--- config.mk ---
export PLATFORM = sky130hd
export DESIGN_NAME = strobed_handshake_port
export DESIGN_NICKNAME = d
export VERILOG_FILES = /design/src/handshake_port_pkg.sv /design/src/handshake_channel.sv /design/src/strobed_handshake_port.sv
export SDC_FILE = /design/constraint.sdc
export NUM_CORES = 1
export LEC_CHECK = 0
export ABC_AREA = 1
export BUFFER_PORTS_ARGS = -buffer_cell sky130_fd_sc_hd__buf_2
export CELL_PAD_IN_SITES_DETAIL_PLACEMENT = 2
export CELL_PAD_IN_SITES_GLOBAL_PLACEMENT = 2
export CORE_MARGIN = 2
export CORE_UTILIZATION = 32
export DETAILED_ROUTE_END_ITERATION = 8
export PLACE_DENSITY = 0.82
export SETUP_SLACK_MARGIN = 0.02
export SYNTH_ARGS = -nofsm -noshare
export SYNTH_HDL_FRONTEND = slang
export SYNTH_SLANG_ARGS = --single-unit
--- constraint.sdc ---
create_clock -name clk_sys_i -period 2.3 [get_ports clk_sys_i]
set_input_delay 0.69 -clock clk_sys_i [delete_from_list [all_inputs] [get_ports clk_sys_i]]
set_output_delay 0.69 -clock clk_sys_i [all_outputs]
set_load 0.01 [all_outputs]
--- src/handshake_port_pkg.sv ---
package handshake_port_pkg;

  // ****************************************
  // Host addresses
  // ****************************************
  localparam logic [1:0] ADDR_PORT_A = 2'h0;
  localparam logic [1:0] ADDR_PORT_B = 2'h1;
  localparam logic [1:0] ADDR_PORT_C = 2'h2;
  localparam logic [1:0] ADDR_CONTROL = 2'h3;

  // ****************************************
  // Reset values
  // ****************************************
  localparam logic [7:0] CONTROL_RESET = 8'h9B;
  localparam logic [7:0] PORT_RESET = 8'h00;

  // ****************************************
  // Control word fields
  // ****************************************
  localparam int CW_MODE_FLAG = 7;
  localparam int CW_A_BIDIR = 6;
  localparam int CW_A_STROBED = 5;
  localparam int CW_A_DIR_IN = 4;
  localparam int CW_CU_DIR_IN = 3;
  localparam int CW_B_STROBED = 2;
  localparam int CW_B_DIR_IN = 1;
  localparam int CW_CL_DIR_IN = 0;

  // ****************************************
  // Single-bit set/reset fields
  // ****************************************
  localparam int BSR_SEL_HI = 3;
  localparam int BSR_SEL_LO = 1;
  localparam int BSR_VALUE = 0;

  // ****************************************
  // Handshake status word bit positions
  // ****************************************
  localparam int PC_B_REQ = 0;
  localparam int PC_B_FULL = 1;
  localparam int PC_B_HS = 2;
  localparam int PC_A_REQ = 3;
  localparam int PC_A_STB = 4;
  localparam int PC_A_IN_FULL = 5;
  localparam int PC_A_ACK = 6;
  localparam int PC_A_OUT_FULL = 7;

endpackage

--- src/handshake_channel.sv ---
`timescale 1ns/1ns
module handshake_channel (
  // Clock and reset
  input wire logic clk_sys_i,
  input wire logic rst_n_i,
  // Configuration
  input wire logic clear_i,
  input wire logic in_side_i,
  input wire logic out_side_i,
  input wire logic in_enable_i,
  input wire logic out_enable_i,
  // Peripheral strobes
  input wire logic load_strobe_n_i,
  input wire logic accept_n_i,
  // Host activity on this port
  input wire logic read_active_i,
  input wire logic read_rise_i,
  input wire logic write_active_i,
  input wire logic write_rise_i,
  // Bit set/reset of the full flags
  input wire logic in_full_wr_i,
  input wire logic out_full_wr_i,
  input wire logic bsr_value_i,
  // Status
  output logic input_full_o,
  output logic output_full_n_o,
  output logic service_request_o
);

  logic input_full_reg, input_full_next;
  logic output_full_n_reg, output_full_n_next;
  logic service_request_reg, service_request_next;

  // ****************************************
  // Next state
  // ****************************************
  always_comb begin
    input_full_next = input_full_reg;
    if (clear_i || !in_side_i) begin
      input_full_next = 1'b0;
    end else if (!load_strobe_n_i) begin
      input_full_next = 1'b1;
    end else if (in_full_wr_i) begin
      input_full_next = bsr_value_i;
    end else if (read_rise_i) begin
      input_full_next = 1'b0;
    end
    output_full_n_next = output_full_n_reg;
    if (clear_i || !out_side_i) begin
      output_full_n_next = 1'b1;
    end else if (write_rise_i) begin
      output_full_n_next = 1'b0;
    end else if (out_full_wr_i) begin
      output_full_n_next = bsr_value_i;
    end else if (!accept_n_i) begin
      output_full_n_next = 1'b1;
    end
    service_request_next = !clear_i &&
      ((in_side_i && input_full_reg && input_full_next && in_enable_i
        && load_strobe_n_i && !read_active_i) ||
       (out_side_i && output_full_n_reg && output_full_n_next && out_enable_i
        && accept_n_i && !write_active_i));
  end

  // ****************************************
  // Registers
  // ****************************************
  always_ff @(posedge clk_sys_i or negedge rst_n_i) begin
    if (!rst_n_i) begin
      input_full_reg <= 1'b0;
      output_full_n_reg <= 1'b1;
      service_request_reg <= 1'b0;
    end else begin
      input_full_reg <= input_full_next;
      output_full_n_reg <= output_full_n_next;
      service_request_reg <= service_request_next;
    end
  end

  assign input_full_o = input_full_reg;
  assign output_full_n_o = output_full_n_reg;
  assign service_request_o = service_request_reg;

endmodule

--- src/strobed_handshake_port.sv ---
`timescale 1ns/1ns
// Summary of operation
// - Strobed mode uses port C lines as handshake for ports A and B.
// - Strobed data ports are input or output, latched both ways.
// - Low load strobe captures port data into the input latch.
// - Input full sets on low strobe, clears on host read rising edge.
// - Input request when strobe high, full and enabled; read falling clears.
// - Input enables: group A via bit 4, group B via bit 2.
// - Output full goes low on write rising edge, high on accept low.
// - Output request when accept high, full high, enabled; write clears.
// - Output enables: group A via bit 6, group B via bit 2.
// - Bidirectional mode is group A only, five control lines, latched.
// - Bidirectional host write to port A drives output full low.
// - Bidirectional port A drivers enabled only while accept is low.
// - Bidirectional request is the OR of input and output conditions.
// - Port C read shows live lines, enables replace strobe/accept bits.
// - Plain port C write reaches only basic-mode output pins.
// - Bit set/reset writes any port C output except request bits 0 and 3, inputs untouched.
// - Bit set/reset on strobe/accept positions changes the enable flag.
// - Unused port C lines are plain inputs or outputs per mode word.
// - Enable flags clear on mode selection and reset.
// - Mode change clears all output registers and status flip-flops.
// - Group A output enable sits at bit 6 in both strobed modes.
module strobed_handshake_port (
  // Clock and reset
  input wire logic clk_sys_i,
  input wire logic rst_n_i,
  // Host bus
  input wire logic cs_n_i,
  input wire logic rd_n_i,
  input wire logic wr_n_i,
  input wire logic [1:0] addr_i,
  input wire logic [7:0] data_i,
  output logic [7:0] data_o,
  output logic data_oe_o,
  // Port A
  input wire logic [7:0] pa_i,
  output logic [7:0] pa_o,
  output logic pa_oe_o,
  // Port B
  input wire logic [7:0] pb_i,
  output logic [7:0] pb_o,
  output logic pb_oe_o,
  // Port C
  input wire logic [7:0] pc_i,
  output logic [7:0] pc_o,
  output logic [7:0] pc_oe_o
);

  // ****************************************
  // Host access tracking
  // ****************************************
  logic [3:0] rd_hit, wr_hit;
  logic [3:0] rd_hit_reg, wr_hit_reg;
  logic [3:0] rd_rise, wr_done;
  logic [7:0] wdata_reg, wdata_next;
  logic [7:0] data_o_reg, data_o_next;
  logic data_oe_reg, data_oe_next;

  always_comb begin
    rd_hit = 4'h0;
    wr_hit = 4'h0;
    if (!cs_n_i && !rd_n_i) begin
      rd_hit[addr_i] = 1'b1;
    end
    if (!cs_n_i && !wr_n_i) begin
      wr_hit[addr_i] = 1'b1;
    end
    rd_rise = rd_hit_reg & ~rd_hit;
    wr_done = wr_hit_reg & ~wr_hit;
    wdata_next = (|wr_hit) ? data_i : wdata_reg;
  end

  // ****************************************
  // Mode decode
  // ****************************************
  logic [7:0] control_reg, control_next;
  logic a_bidir, a_strobed, a_in, b_strobed, b_in;
  logic a_hs_in, a_hs_out, b_hs_in, b_hs_out;
  logic mode_write, bsr_write, bsr_value;
  logic [7:0] bsr_hit;

  always_comb begin
    a_bidir = control_reg[handshake_port_pkg::CW_A_BIDIR];
    a_strobed = !a_bidir && control_reg[handshake_port_pkg::CW_A_STROBED];
    a_in = control_reg[handshake_port_pkg::CW_A_DIR_IN];
    b_strobed = control_reg[handshake_port_pkg::CW_B_STROBED];
    b_in = control_reg[handshake_port_pkg::CW_B_DIR_IN];
    a_hs_in = (a_strobed && a_in) || a_bidir;
    a_hs_out = (a_strobed && !a_in) || a_bidir;
    b_hs_in = b_strobed && b_in;
    b_hs_out = b_strobed && !b_in;
    mode_write = wr_done[handshake_port_pkg::ADDR_CONTROL]
      && wdata_reg[handshake_port_pkg::CW_MODE_FLAG];
    bsr_write = wr_done[handshake_port_pkg::ADDR_CONTROL]
      && !wdata_reg[handshake_port_pkg::CW_MODE_FLAG];
    bsr_value = wdata_reg[handshake_port_pkg::BSR_VALUE];
    bsr_hit = 8'h00;
    if (bsr_write) begin
      bsr_hit[wdata_reg[handshake_port_pkg::BSR_SEL_HI:handshake_port_pkg::BSR_SEL_LO]] = 1'b1;
    end
    control_next = mode_write ? wdata_reg : control_reg;
  end

  // ****************************************
  // Port C line roles
  // ****************************************
  logic [7:0] hs_out_mask, hs_in_mask, plain_out_mask;

  always_comb begin
    hs_out_mask = 8'h00;
    hs_in_mask = 8'h00;
    if (b_strobed) begin
      hs_out_mask[handshake_port_pkg::PC_B_REQ] = 1'b1;
      hs_out_mask[handshake_port_pkg::PC_B_FULL] = 1'b1;
      hs_in_mask[handshake_port_pkg::PC_B_HS] = 1'b1;
    end
    if (a_hs_in || a_hs_out) begin
      hs_out_mask[handshake_port_pkg::PC_A_REQ] = 1'b1;
    end
    if (a_hs_in) begin
      hs_in_mask[handshake_port_pkg::PC_A_STB] = 1'b1;
      hs_out_mask[handshake_port_pkg::PC_A_IN_FULL] = 1'b1;
    end
    if (a_hs_out) begin
      hs_in_mask[handshake_port_pkg::PC_A_ACK] = 1'b1;
      hs_out_mask[handshake_port_pkg::PC_A_OUT_FULL] = 1'b1;
    end
    plain_out_mask = {{4{!control_reg[handshake_port_pkg::CW_CU_DIR_IN]}},
                      {4{!control_reg[handshake_port_pkg::CW_CL_DIR_IN]}}}
                     & ~(hs_out_mask | hs_in_mask);
  end

  // ****************************************
  // Handshake channels
  // ****************************************
  logic a_in_full, a_out_full_n, a_req;
  logic b_in_full, b_out_full_n, b_req;
  logic b_enable_reg, b_enable_next;
  logic a_in_enable_reg, a_in_enable_next;
  logic a_out_enable_reg, a_out_enable_next;

  handshake_channel u_group_a (
    .clk_sys_i(clk_sys_i),
    .rst_n_i(rst_n_i),
    .clear_i(mode_write),
    .in_side_i(a_hs_in),
    .out_side_i(a_hs_out),
    .in_enable_i(a_in_enable_reg),
    .out_enable_i(a_out_enable_reg),
    .load_strobe_n_i(pc_i[handshake_port_pkg::PC_A_STB]),
    .accept_n_i(pc_i[handshake_port_pkg::PC_A_ACK]),
    .read_active_i(rd_hit[handshake_port_pkg::ADDR_PORT_A]),
    .read_rise_i(rd_rise[handshake_port_pkg::ADDR_PORT_A]),
    .write_active_i(wr_hit[handshake_port_pkg::ADDR_PORT_A]),
    .write_rise_i(wr_done[handshake_port_pkg::ADDR_PORT_A]),
    .in_full_wr_i(bsr_hit[handshake_port_pkg::PC_A_IN_FULL]),
    .out_full_wr_i(bsr_hit[handshake_port_pkg::PC_A_OUT_FULL]),
    .bsr_value_i(bsr_value),
    .input_full_o(a_in_full),
    .output_full_n_o(a_out_full_n),
    .service_request_o(a_req)
  );

  handshake_channel u_group_b (
    .clk_sys_i(clk_sys_i),
    .rst_n_i(rst_n_i),
    .clear_i(mode_write),
    .in_side_i(b_hs_in),
    .out_side_i(b_hs_out),
    .in_enable_i(b_enable_reg),
    .out_enable_i(b_enable_reg),
    .load_strobe_n_i(pc_i[handshake_port_pkg::PC_B_HS]),
    .accept_n_i(pc_i[handshake_port_pkg::PC_B_HS]),
    .read_active_i(rd_hit[handshake_port_pkg::ADDR_PORT_B]),
    .read_rise_i(rd_rise[handshake_port_pkg::ADDR_PORT_B]),
    .write_active_i(wr_hit[handshake_port_pkg::ADDR_PORT_B]),
    .write_rise_i(wr_done[handshake_port_pkg::ADDR_PORT_B]),
    .in_full_wr_i(bsr_hit[handshake_port_pkg::PC_B_FULL] && b_hs_in),
    .out_full_wr_i(bsr_hit[handshake_port_pkg::PC_B_FULL] && b_hs_out),
    .bsr_value_i(bsr_value),
    .input_full_o(b_in_full),
    .output_full_n_o(b_out_full_n),
    .service_request_o(b_req)
  );

  // ****************************************
  // Enable flags and port latches
  // ****************************************
  logic [7:0] pa_out_reg, pa_out_next, pb_out_reg, pb_out_next;
  logic [7:0] pc_out_reg, pc_out_next;
  logic [7:0] pa_in_reg, pa_in_next, pb_in_reg, pb_in_next;

  always_comb begin
    b_enable_next = b_enable_reg;
    a_in_enable_next = a_in_enable_reg;
    a_out_enable_next = a_out_enable_reg;
    pa_out_next = pa_out_reg;
    pb_out_next = pb_out_reg;
    pc_out_next = pc_out_reg;
    pa_in_next = pa_in_reg;
    pb_in_next = pb_in_reg;
    if (mode_write) begin
      b_enable_next = 1'b0;
      a_in_enable_next = 1'b0;
      a_out_enable_next = 1'b0;
      pa_out_next = handshake_port_pkg::PORT_RESET;
      pb_out_next = handshake_port_pkg::PORT_RESET;
      pc_out_next = handshake_port_pkg::PORT_RESET;
      pa_in_next = handshake_port_pkg::PORT_RESET;
      pb_in_next = handshake_port_pkg::PORT_RESET;
    end else begin
      if (bsr_hit[handshake_port_pkg::PC_B_HS] && b_strobed) begin
        b_enable_next = bsr_value;
      end
      if (bsr_hit[handshake_port_pkg::PC_A_STB] && a_hs_in) begin
        a_in_enable_next = bsr_value;
      end
      if (bsr_hit[handshake_port_pkg::PC_A_ACK] && a_hs_out) begin
        a_out_enable_next = bsr_value;
      end
      if (wr_done[handshake_port_pkg::ADDR_PORT_A] && (!a_in || a_bidir)) begin
        pa_out_next = wdata_reg;
      end
      if (wr_done[handshake_port_pkg::ADDR_PORT_B] && !b_in) begin
        pb_out_next = wdata_reg;
      end
      if (wr_done[handshake_port_pkg::ADDR_PORT_C]) begin
        pc_out_next = (pc_out_reg & ~plain_out_mask)
                      | (wdata_reg & plain_out_mask);
      end
      pc_out_next = (pc_out_next & ~(bsr_hit & plain_out_mask))
                    | ({8{bsr_value}} & bsr_hit & plain_out_mask);
      if (a_hs_in && !pc_i[handshake_port_pkg::PC_A_STB]) begin
        pa_in_next = pa_i;
      end
      if (b_hs_in && !pc_i[handshake_port_pkg::PC_B_HS]) begin
        pb_in_next = pb_i;
      end
    end
  end

  // ****************************************
  // Pin drive
  // ****************************************
  logic [7:0] pc_live, status_word;

  always_comb begin
    pc_o = pc_out_reg;
    pc_o[handshake_port_pkg::PC_B_REQ] = b_strobed ? b_req
      : pc_out_reg[handshake_port_pkg::PC_B_REQ];
    pc_o[handshake_port_pkg::PC_B_FULL] = b_hs_in ? b_in_full
      : (b_hs_out ? b_out_full_n : pc_out_reg[handshake_port_pkg::PC_B_FULL]);
    pc_o[handshake_port_pkg::PC_A_REQ] = (a_hs_in || a_hs_out) ? a_req
      : pc_out_reg[handshake_port_pkg::PC_A_REQ];
    pc_o[handshake_port_pkg::PC_A_IN_FULL] = a_hs_in ? a_in_full
      : pc_out_reg[handshake_port_pkg::PC_A_IN_FULL];
    pc_o[handshake_port_pkg::PC_A_OUT_FULL] = a_hs_out ? a_out_full_n
      : pc_out_reg[handshake_port_pkg::PC_A_OUT_FULL];
    pc_oe_o = hs_out_mask | plain_out_mask;
    pa_o = pa_out_reg;
    pa_oe_o = a_bidir ? !pc_i[handshake_port_pkg::PC_A_ACK] : !a_in;
    pb_o = pb_out_reg;
    pb_oe_o = !b_in;
    pc_live = (pc_i & ~pc_oe_o) | (pc_o & pc_oe_o);
    status_word = pc_live;
    if (hs_in_mask[handshake_port_pkg::PC_B_HS]) begin
      status_word[handshake_port_pkg::PC_B_HS] = b_enable_reg;
    end
    if (hs_in_mask[handshake_port_pkg::PC_A_STB]) begin
      status_word[handshake_port_pkg::PC_A_STB] = a_in_enable_reg;
    end
    if (hs_in_mask[handshake_port_pkg::PC_A_ACK]) begin
      status_word[handshake_port_pkg::PC_A_ACK] = a_out_enable_reg;
    end
  end

  // ****************************************
  // Host read data
  // ****************************************
  always_comb begin
    data_oe_next = |rd_hit;
    data_o_next = data_o_reg;
    unique case (addr_i)
      handshake_port_pkg::ADDR_PORT_A: begin
        data_o_next = a_hs_in ? pa_in_reg : (a_in ? pa_i : pa_out_reg);
      end
      handshake_port_pkg::ADDR_PORT_B: begin
        data_o_next = b_hs_in ? pb_in_reg : (b_in ? pb_i : pb_out_reg);
      end
      handshake_port_pkg::ADDR_PORT_C: begin
        data_o_next = status_word;
      end
      handshake_port_pkg::ADDR_CONTROL: begin
        data_o_next = control_reg;
      end
    endcase
    if (!data_oe_next) begin
      data_o_next = data_o_reg;
    end
  end

  // ****************************************
  // Registers
  // ****************************************
  always_ff @(posedge clk_sys_i or negedge rst_n_i) begin
    if (!rst_n_i) begin
      rd_hit_reg <= 4'h0;
      wr_hit_reg <= 4'h0;
      wdata_reg <= 8'h00;
      data_o_reg <= 8'h00;
      data_oe_reg <= 1'b0;
      control_reg <= handshake_port_pkg::CONTROL_RESET;
      b_enable_reg <= 1'b0;
      a_in_enable_reg <= 1'b0;
      a_out_enable_reg <= 1'b0;
      pa_out_reg <= handshake_port_pkg::PORT_RESET;
      pb_out_reg <= handshake_port_pkg::PORT_RESET;
      pc_out_reg <= handshake_port_pkg::PORT_RESET;
      pa_in_reg <= handshake_port_pkg::PORT_RESET;
      pb_in_reg <= handshake_port_pkg::PORT_RESET;
    end else begin
      rd_hit_reg <= rd_hit;
      wr_hit_reg <= wr_hit;
      wdata_reg <= wdata_next;
      data_o_reg <= data_o_next;
      data_oe_reg <= data_oe_next;
      control_reg <= control_next;
      b_enable_reg <= b_enable_next;
      a_in_enable_reg <= a_in_enable_next;
      a_out_enable_reg <= a_out_enable_next;
      pa_out_reg <= pa_out_next;
      pb_out_reg <= pb_out_next;
      pc_out_reg <= pc_out_next;
      pa_in_reg <= pa_in_next;
      pb_in_reg <= pb_in_next;
    end
  end

  assign data_o = data_o_reg;
  assign data_oe_o = data_oe_reg;

endmodule

==> results of run 1 <==
==> power groups by stage <==
stage	sequential [mW]	clock [mW]	combinational (mW)
after CTS	2.13	1.63	2.04
final	2.14	1.61	2.12
after detailed placement	2.16	0	1.93
after floorplan	2.07	0	1.20
after global routing	2.17	1.68	2.34
after global placement	2.14	0	1.83
==> metal layers <==
| metal | up-vias | GRT usage, % | wire length [um] |
|---|---|---|---|
| met5 | - | 0 | 0 |
| li1 | 2033 | - | - |
| met2 | 109 | 44.00 | 9191 |
| met4 | 0 | 9.842 | 430 |
| met1 | 2283 | 33.46 | 8045 |
| met3 | 25 | 3.371 | 647 |
==> layout make-up <==
cell class              instances  area [um2]
inverters                      71       276.5
fillers                      1589        7889
clock buffers                  13       260.3
repair buffers                106       620.6
flip-flops and latches         80        2012
multi-input cells             392        2004
well taps                     176       220.2
clock inverters                 3       65.06
==> through the flow <==
step | utilization, % | instances | hold WS [ps]
floorplan | - | 565 | 394.4
global placement | 37.65 | 815 | 460.8
detailed placement | 37.65 | 815 | 483.4
CTS | 40.43 | 834 | 289.9
global route | 40.90 | 841 | 301.3
finish | 40.90 | 841 | 286.8
==> synthesized netlist by cell type, types with 2 or more instances <==
library cell / n
nand2_1: 141
dfrtp_1: 73
inv_1: 61
nor2_1: 49
o21ai_0: 46
a21oi_1: 34
nand3_1: 26
a31oi_1: 15
o211ai_1: 15
nand2_2: 10
o21ai_2: 9
nand4_1: 8
buf_4: 7
dfstp_2: 7
o21ai_1: 7
nor2_4: 6
buf_2: 5
clkbuf_1: 5
a21oi_2: 3
buf_6: 3
clkinv_1: 3
inv_2: 3
inv_4: 3
nand2_4: 3
a22oi_1: 2
nor2_2: 2
or2_2: 2
==> logic make-up after synthesis <==
| group | Yosys count | synth area share (%) |
|---|---|---|
| AOI/OAI and AO/OA | 137 | 18.21 |
| and+or+nand+nor | 255 | 26.39 |
| buffers and inverters | 93 | 9.954 |
| DFF | 80 | 45.45 |
==> critical path, cell delays in order, from the launching register on <==
cell     delay, ps
dfstp_2        570
inv_2           70
nor2_4         140
nor2_4          70
nand2_1        100
nand2_1         90
buf_2          150
==> worst paths after layout <==
path,start,endpoint,slack [ps],cells past startpoint
worst max-delay path,control_reg[4],pc_o[7],80,6
worst min-delay path,rst_n_i,pb_o[4],290,1
worst max register to register,control_reg[4],u_group_a.service_request_o,250,9
worst min register to register,data_o[4],data_o[4],500,2
max in group asynchronous,rst_n_i,u_group_a.output_full_n_o,1340,2
min in group clk_sys_i,data_o[4],data_o[4],500,2
==> what timing repair did <==
| item | 4_1_cts | 5_1_grt |
|---|---|---|
| buffers inserted | 3 | 7 |
| setup endpoints to repair | 7 | 6 |
| pin swaps | 0 | 2 |
| resized for setup | 8 | 4 |
| hold buffers | 0 | 0 |
==> results.yml, run 1 <==
run_status:
  status: "completed"
die:
  floorplan.rows: 42
  initial_utilization_pct: 33.15
  die_h_um: 121.6
  fp.dieArea_um2: 14780
  die_x_um: 121.6
  core_um2: 13350
  pin_count: 82
sta:
  timing.final.ws_setup_ps: 75.78
  fin_setup_tns_ps: 0
  rsz0062_at_grt: "no"
  hold_viol_final: 0
  min_period_ps: 2224
  finalClockSkew_ps: 8.498
  period_share_pct: 96.71
  setup_violations: 0
  max_slew_margin_pct: 52.24
  slew_viol_final: 0
  max_freq_ghz: 0.4496
  worst_pin_slew_ps: 711.6
logic_synthesis:
  synth_area_leader_cell: "dfrtp_1"
  synth.distinct_cells: 44
  syn_inst: 565
  syn_area_um2: 4424
  yosysWarnings: 0
  ys_ff_latch: 80
  synth_area_leaders: "dfrtp_1 (41%), nand2_1 (12%), o21ai_0 (5.2%), inv_1 (5.2%), dfstp_2 (4.2%)"
  ys_seq_area_share_pct: 45.45
  yosysTopAreaCellShare_pct: 41.29
  synth-async-reset-ratio_pct: 100.0
  ys.flop_type: "dfrtp_1"
  synth_nets: 604
  avgSynthCellArea_um2: 7.831
  synth_edf_count: 0
clock_tree:
  clk_latency_ps: 350
  numCtsBuffers: 9
  clk_path_buf_depth: 2
  cts_sinks: 80
  cts_tree: "built"
  cts.htree.levels: 3
  cts_root_buf: "clkbuf_16"
  clkSlewWorstSetupHoldPaths_ps: 60
pwr:
  netSwitchingPower_mw: 2.307
  clockPowerShare_pct: 27.5
  internal_power_mw: 3.564
  vdd_drop_max_uv: 383.8
  powerDensity_nw_per_um2: 1076
  total_power_mw: 5.871
  pwr-share-comb_pct: 36.1
  p_leak_nw: 2.736
  swShare_pct: 39.29
  p_seq_share_pct: 36.4
cells_and_area:
  area_delta_synth_final_pct: 23.39
  layout.nets: 699
  drive_above_1_share_pct: 27.07
  final_common_cell: "nand2_1"
  n_antenna_cell: 0
  layout_common_cells: "nand2_1 (141), buf_2 (80), dfrtp_1 (72)"
  design_area_um2: 5459
critical_path:
  required_ps: 1610
  cp_max_fo: 5
  cp-end-kind: "output pin"
  critPathArrivalTime_ps: 1530
  startpoint_type: "register"
  critical_path_class: "register to output pin"
global_route:
  antenna_found_initial: 0
  grt_pass1_wl_um: 28400
  grt_max_degree: 39
  grt_util_all_layers_pct: 25.81
  grt_pass1_vias: 4860
  grt_overflow: 0
min_path:
  hp-class: "primary input to asynchronous set/reset pin"
placement:
  pre_cts_ws_ps: 17.17
  gp_congestion: 0.8764
  portBuffers: 81
  placed_cell_area_um2: 5025
  dp_hpwl_um: 13170
detailed_routing:
  firstDrtPassIters: 4
  drc: 0
  first_iter_violations: 212
  drt_wl_total_um: 18310
  vias_per_cell: 5.291
  vias: 4450
  wl_per_cell_um: 21.78
  ant_nets: 0
run:
  cap_violations: 0
(Power assumes the default switching activity.)
==> inputs of run 2 (changes only) <==
ABC_AREA = default   (was 1)
CORE_UTILIZATION = 34   (was 32)
==> run 2 against run 1 <==
The flow now finishes with violations (setup timing). Count of clock-buffer cells in the layout stayed put. Flip-flop and latch count stayed put. Utilization is 3.3 points higher. Fmax is 4.2% lower. Synthesized area is 2.0% higher. Combinational power is 17% higher. Clock power is 6% higher. Power is 10% higher. Global-route usage is 3.0 points higher. Synthesized cell count is 11% lower.
==> results.yml, run 2 <==
global_route:
  grt_max_degree: 35
  grt_pass1_vias: 5139
  antenna_found_initial: 0
  grt_overflow: 0
  grt_util_all_layers_pct: 28.85
  grt_pass1_wl_um: 30990
logic_synthesis:
  synth_area_leaders: "dfrtp_1 (40%), mux2i_1 (6.7%), nand2_1 (6.3%), dfstp_2 (4.1%), o21ai_0 (4.0%)"
  synth_area_leader_cell: "dfrtp_1"
  syn_area_um2: 4514
  ys_ff_latch: 80
  synth_edf_count: 0
  avgSynthCellArea_um2: 8.993
  ys_seq_area_share_pct: 44.54
  yosysMostFrequentCell: "nand2_1"
  yosysTopAreaCellShare_pct: 40.47
  syn_inst: 502
  synth_nets: 541
  synth_common_cells: "nand2_1 (76), dfrtp_1 (73), o21ai_0 (36)"
  synth-async-reset-ratio_pct: 100.0
  ys.flop_type: "dfrtp_1"
  synth.distinct_cells: 69
  yosysWarnings: 0
placement:
  portBuffers: 81
  dp_hpwl_um: 13310
  pre_cts_ws_ps: 30.65
  gp_congestion: 0.8732
detailed_routing:
  vias_per_cell: 6.025
  drt_wl_total_um: 20950
  first_iter_violations: 397
  wl_per_cell_um: 26.65
  firstDrtPassIters: 6
  drc: 0
  ant_nets: 0
  vias: 4736
die:
  die_h_um: 119.2
  die_x_um: 119.2
  initial_utilization_pct: 34.50
  pin_count: 82
  core_um2: 13090
  fp.dieArea_um2: 14210
  floorplan.rows: 42
cells_and_area:
  n_antenna_cell: 0
  layout_common_cells: "buf_2 (80), nand2_1 (76), dfrtp_1 (71)"
  fin_util_pct: 44.19
  area_delta_synth_final_pct: 28.08
  final_common_cell: "buf_2"
  fillers: 1423
  drive_above_1_share_pct: 31.15
  layout.nets: 644
sta:
  period_share_pct: 101.0
  setup_violations: 2
  min_period_ps: 2322
  timing.final.ws_setup_ps: -21.98
  hold_viol_final: 0
  worst_pin_slew_ps: 682.8
  rsz0062_at_grt: "yes"
  max_slew_margin_pct: 53.30
  finalClockSkew_ps: 7.050
  slew_viol_final: 0
  max_freq_ghz: 0.4307
clock_tree:
  cts_root_buf: "clkbuf_16"
  numCtsBuffers: 9
  cts.htree.levels: 3
  cts_tree: "built"
  cts_sinks: 80
  clkSlewWorstSetupHoldPaths_ps: 60
  clk_latency_ps: 350
  clk_path_buf_depth: 2
run_status:
  violations: "setup timing"
  status: "finished with violations"
pwr:
  swShare_pct: 39.10
  powerDensity_nw_per_um2: 1117
  vdd_drop_max_uv: 356.5
  total_power_mw: 6.457
  clockPowerShare_pct: 26.4
  internal_power_mw: 3.933
  p_leak_nw: 2.684
  p_seq_share_pct: 35.3
  netSwitchingPower_mw: 2.525
  pwr-share-comb_pct: 38.3
critical_path:
  startpoint_type: "register"
  r2r-start: "control_reg[3]"
  critPathLaunch: "control_reg[4]"
  critical_path_class: "register to output pin"
  cp_max_fo: 4
  cp-end-kind: "output pin"
  required_ps: 1610
  critPathArrivalTime_ps: 1630
run:
  cap_violations: 0
min_path:
  hp-class: "primary input to asynchronous set/reset pin"
==> run 2: cell types whose count changed after synthesis, moves of 16 or more <==
cell | before | now
nor2_1 | 49 | 33
nand3_1 | 26 | 10
inv_1 | 61 | 12
nor3_1 | 1 | 18
mux2i_1 | 0 | 30
clkbuf_1 | 5 | 26
nand2_1 | 141 | 76
==> run 2: power by group through the flow <==
| stage | logic, mW | registers [mW] | clock network [mW] |
|---|---|---|---|
| after floorplan | 1.31 | 2.07 | 0 |
| after global placement | 2.04 | 2.23 | 0 |
| after detailed placement | 2.16 | 2.26 | 0 |
| after CTS | 2.27 | 2.26 | 1.71 |
| after global routing | 2.63 | 2.33 | 1.76 |
| final | 2.47 | 2.28 | 1.70 |
==> run 2: path summary, 6_finish.rpt <==
check,endpoint,slack (ps),cells past startpoint
setup / recovery,pc_o[7],-20,4
hold / removal,pc_out_reg[0],290,1
setup reg to reg,data_o[7],150,4
hold reg to reg,data_o[0],490,2
max in group asynchronous,data_o[4],1370,2
min in group clk_sys_i,data_o[0],490,2
==> run 2: cells by family (layout without fill, tap and decap cells) <==
family	count (synthesis)	count (layout)	synth area share, %
muxes	43	43	9.895
AOI/OAI and AO/OA	131	131	19.29
buffers and inverters	59	167	5.792
and+or+nand+nor	189	189	20.48
DFF	80	80	44.54
==> run 2: critical path, stage by stage (launching register included) <==
cell and delay [ps]:
dfstp_2 600, nor2b_4 70, nor2_4 150, mux2_4 340, buf_6 120
==> run 2: layer usage <==
| layer | vias to the layer above | global-route usage [%] | share of wire [%] |
|---|---|---|---|
| met5 | - | 0 | 0 |
| met4 | 0 | 11.83 | 3.4 |
| met3 | 54 | 2.874 | 4.5 |
| met2 | 190 | 49.96 | 51 |
| met1 | 2481 | 36.84 | 41 |
| li1 | 2011 | - | - |
==> run 2: repair_timing <==
action,4_1_cts,5_1_grt
setup buffers,0,9
setup endpoints to repair,8,8
hold buffers,0,0
pin swaps,0,1
cloned,0,0
gates resized for setup,5,11
==> run 2: cell type report <==
cell class                 instances  area, um2  area share [%]
clock buffer                      13      250.2           4.328
multi-input combinational        363       2273           39.32
timing repair buffer             136      874.6           15.13
inverter                          15      56.30          0.9738
sequential                        80       2017           34.88
tap                              176      220.2           3.809
clock inverter                     3      90.09           1.558
==> run 2: stage by stage <==
step                area (um2)  instances  hold slack, ps  TNS (ps)
finish                    5782        786           288.8    -34.00
global route              5782        786           319.8    -81.35
CTS                       5672        777           303.5    -41.92
detailed placement        5320        761           482.4         0
global placement          5320        761           465.9         0
floorplan                 4514        502           394.4         0
==> inputs of run 3 (changes only) <==
CELL_PAD_IN_SITES_DETAIL_PLACEMENT = 1   (was 2)
CELL_PAD_IN_SITES_GLOBAL_PLACEMENT = 1   (was 2)
CORE_UTILIZATION = 42   (was 34)
==> run 3 against run 2 <==
The flow now finishes without violations. Worst hold slack worse by 47 ps. Wire length is 22% lower. Global-route usage is 0.45 points lower. Critical endpoint unchanged. Flip-flop and latch count stayed put. Largest cell class unchanged.
==> results.yml, run 3 (synthesis results as in run 2) <==
run_status:
  status: "completed"
global_route:
  grt_pass1_vias: 4692
  grt_util_all_layers_pct: 28.40
  grt_pass1_wl_um: 25130
  grt_overflow: 0
  grt_max_degree: 39
  antenna_found_initial: 0
cells_and_area:
  area_delta_synth_final_pct: 24.06
  layoutNonFillerInstCount: 748
  drive_above_1_share_pct: 31.70
  final_common_cell: "buf_2"
  layout.nets: 646
  n_antenna_cell: 0
  layout_common_cells: "buf_2 (79), nand2_1 (76), dfrtp_1 (70)"
pwr:
  p_leak_nw: 2.619
  vdd_drop_max_uv: 376.4
  powerDensity_nw_per_um2: 1008
detailed_routing:
  firstDrtPassIters: 4
  vias_per_cell: 6.049
  wl_per_cell_um: 21.93
  vias: 4525
  first_iter_violations: 246
  ant_nets: 0
  drt_wl_total_um: 16400
  drc: 0
min_path:
  hp-class: "primary input to asynchronous set/reset pin"
sta:
  setup_violations: 0
  holdWs_ps: 241.8
  min_period_ps: 2263
  rsz0062_at_grt: "yes"
  max_freq_ghz: 0.4419
  slew_viol_final: 0
  worst_pin_slew_ps: 770.9
  period_share_pct: 98.40
  hold_viol_final: 0
  finalClockSkew_ps: 18.05
  max_slew_margin_pct: 47.27
run:
  cap_violations: 0
die:
  pin_count: 82
  floorplan.rows: 37
  die_x_um: 107.7
  core_um2: 10370
  initial_utilization_pct: 43.53
  fp.dieArea_um2: 11590
  die_h_um: 107.7
critical_path:
  required_ps: 1610
  cp-end-kind: "output pin"
  cp_max_fo: 4
  cp_slowest_cell: "dfstp_2"
  crit_chain: "nor2b_4 > nor2_4 > mux2_4 > buf_6"
  slowest_delay_ps: 600
  critical_path_class: "register to output pin"
  critPathArrivalTime_ps: 1570
  startpoint_type: "register"
  r2r_setup_slack_ps: 210
placement:
  portBuffers: 81
  dp.cells: 719
  gp_congestion: 0.9245
  dp_hpwl_um: 11550
clock_tree:
  cts_root_buf: "clkbuf_8"
  clk_path_buf_depth: 2
  cts.htree.levels: 3
  cts_tree: "built"
  clk_latency_ps: 360
  cts_sinks: 80
  numCtsBuffers: 9
  clkSlewWorstSetupHoldPaths_ps: 100
run 3: cell count changes in the layout (fill, tap and decap cells not counted), moves of 2 or more:
cell	before	now
clkbuf_16	9	0
clkbuf_8	1	10
buf_4	51	54
bufinv_16	3	1
clkinvlp_4	0	2
run 3: worst max-delay path, delay by kind of cell, from the launching register on:
kind | cells | cell delay [ps]
DFF | 1 | 600
muxes | 1 | 310
and+or+nand+nor | 2 | 190
buffers and inverters | 1 | 120
run 3: final cells by class:
| type | instances | area, um2 |
|---|---|---|
| clock inverter | 4 | 53.80 |
| tap | 136 | 170.2 |
| multi-input combinational | 363 | 2273 |
| clock buffer | 12 | 145.1 |
| fill | 1252 | 4770 |
| inverter | 15 | 56.30 |
| timing repair buffer | 138 | 887.1 |
| sequential | 80 | 2014 |
run 3: power breakdown:
part | internal (mW) | total, mW | switching [mW]
logic | 1.04 | 2.34 | 1.30
registers | 1.80 | 2.22 | 0.414
clock network | 0.535 | 1.09 | 0.553
total | 3.38 | 5.65 | 2.26
run 3: worst paths after layout:
kind	startpoint	endpoint	cells past startpoint
setup / recovery	control_reg[4]	pc_o[7]	4
hold / removal	rst_n_i	wdata_reg[3]	1
setup reg to reg	control_reg[4]	data_o[7]	4
hold reg to reg	control_reg[7]	control_reg[7]	1
max in group asynchronous	rst_n_i	data_o[6]	2
min in group clk_sys_i	control_reg[7]	control_reg[7]	1
run 3: metrics by stage:
stage	TNS [ps]	util (%)	setup WS [ps]	power, mW	area [um2]
floorplan	0	-	167.3	3.384	4514
global placement	0	50.56	128.2	4.190	5243
detailed placement	0	50.56	87.07	4.306	5243
CTS	0	53.03	6.777	5.452	5499
global route	-65.55	54.01	-22.06	5.958	5600
finish	0	54.01	36.86	5.645	5600
run 3: routing by layer:
metal	share of wire, %	GRT usage [%]
met1	43	38.54
met2	48	45.87
met3	5.5	4.116
met4	3.8	10.99
met5	0	0
run 3: repair_timing:
item                       4_1_cts  5_1_grt
pin swaps                        0        1
buffers inserted                 6        7
setup endpoints to repair       10        7
resized for setup                6        9
hold buffers                     0        0
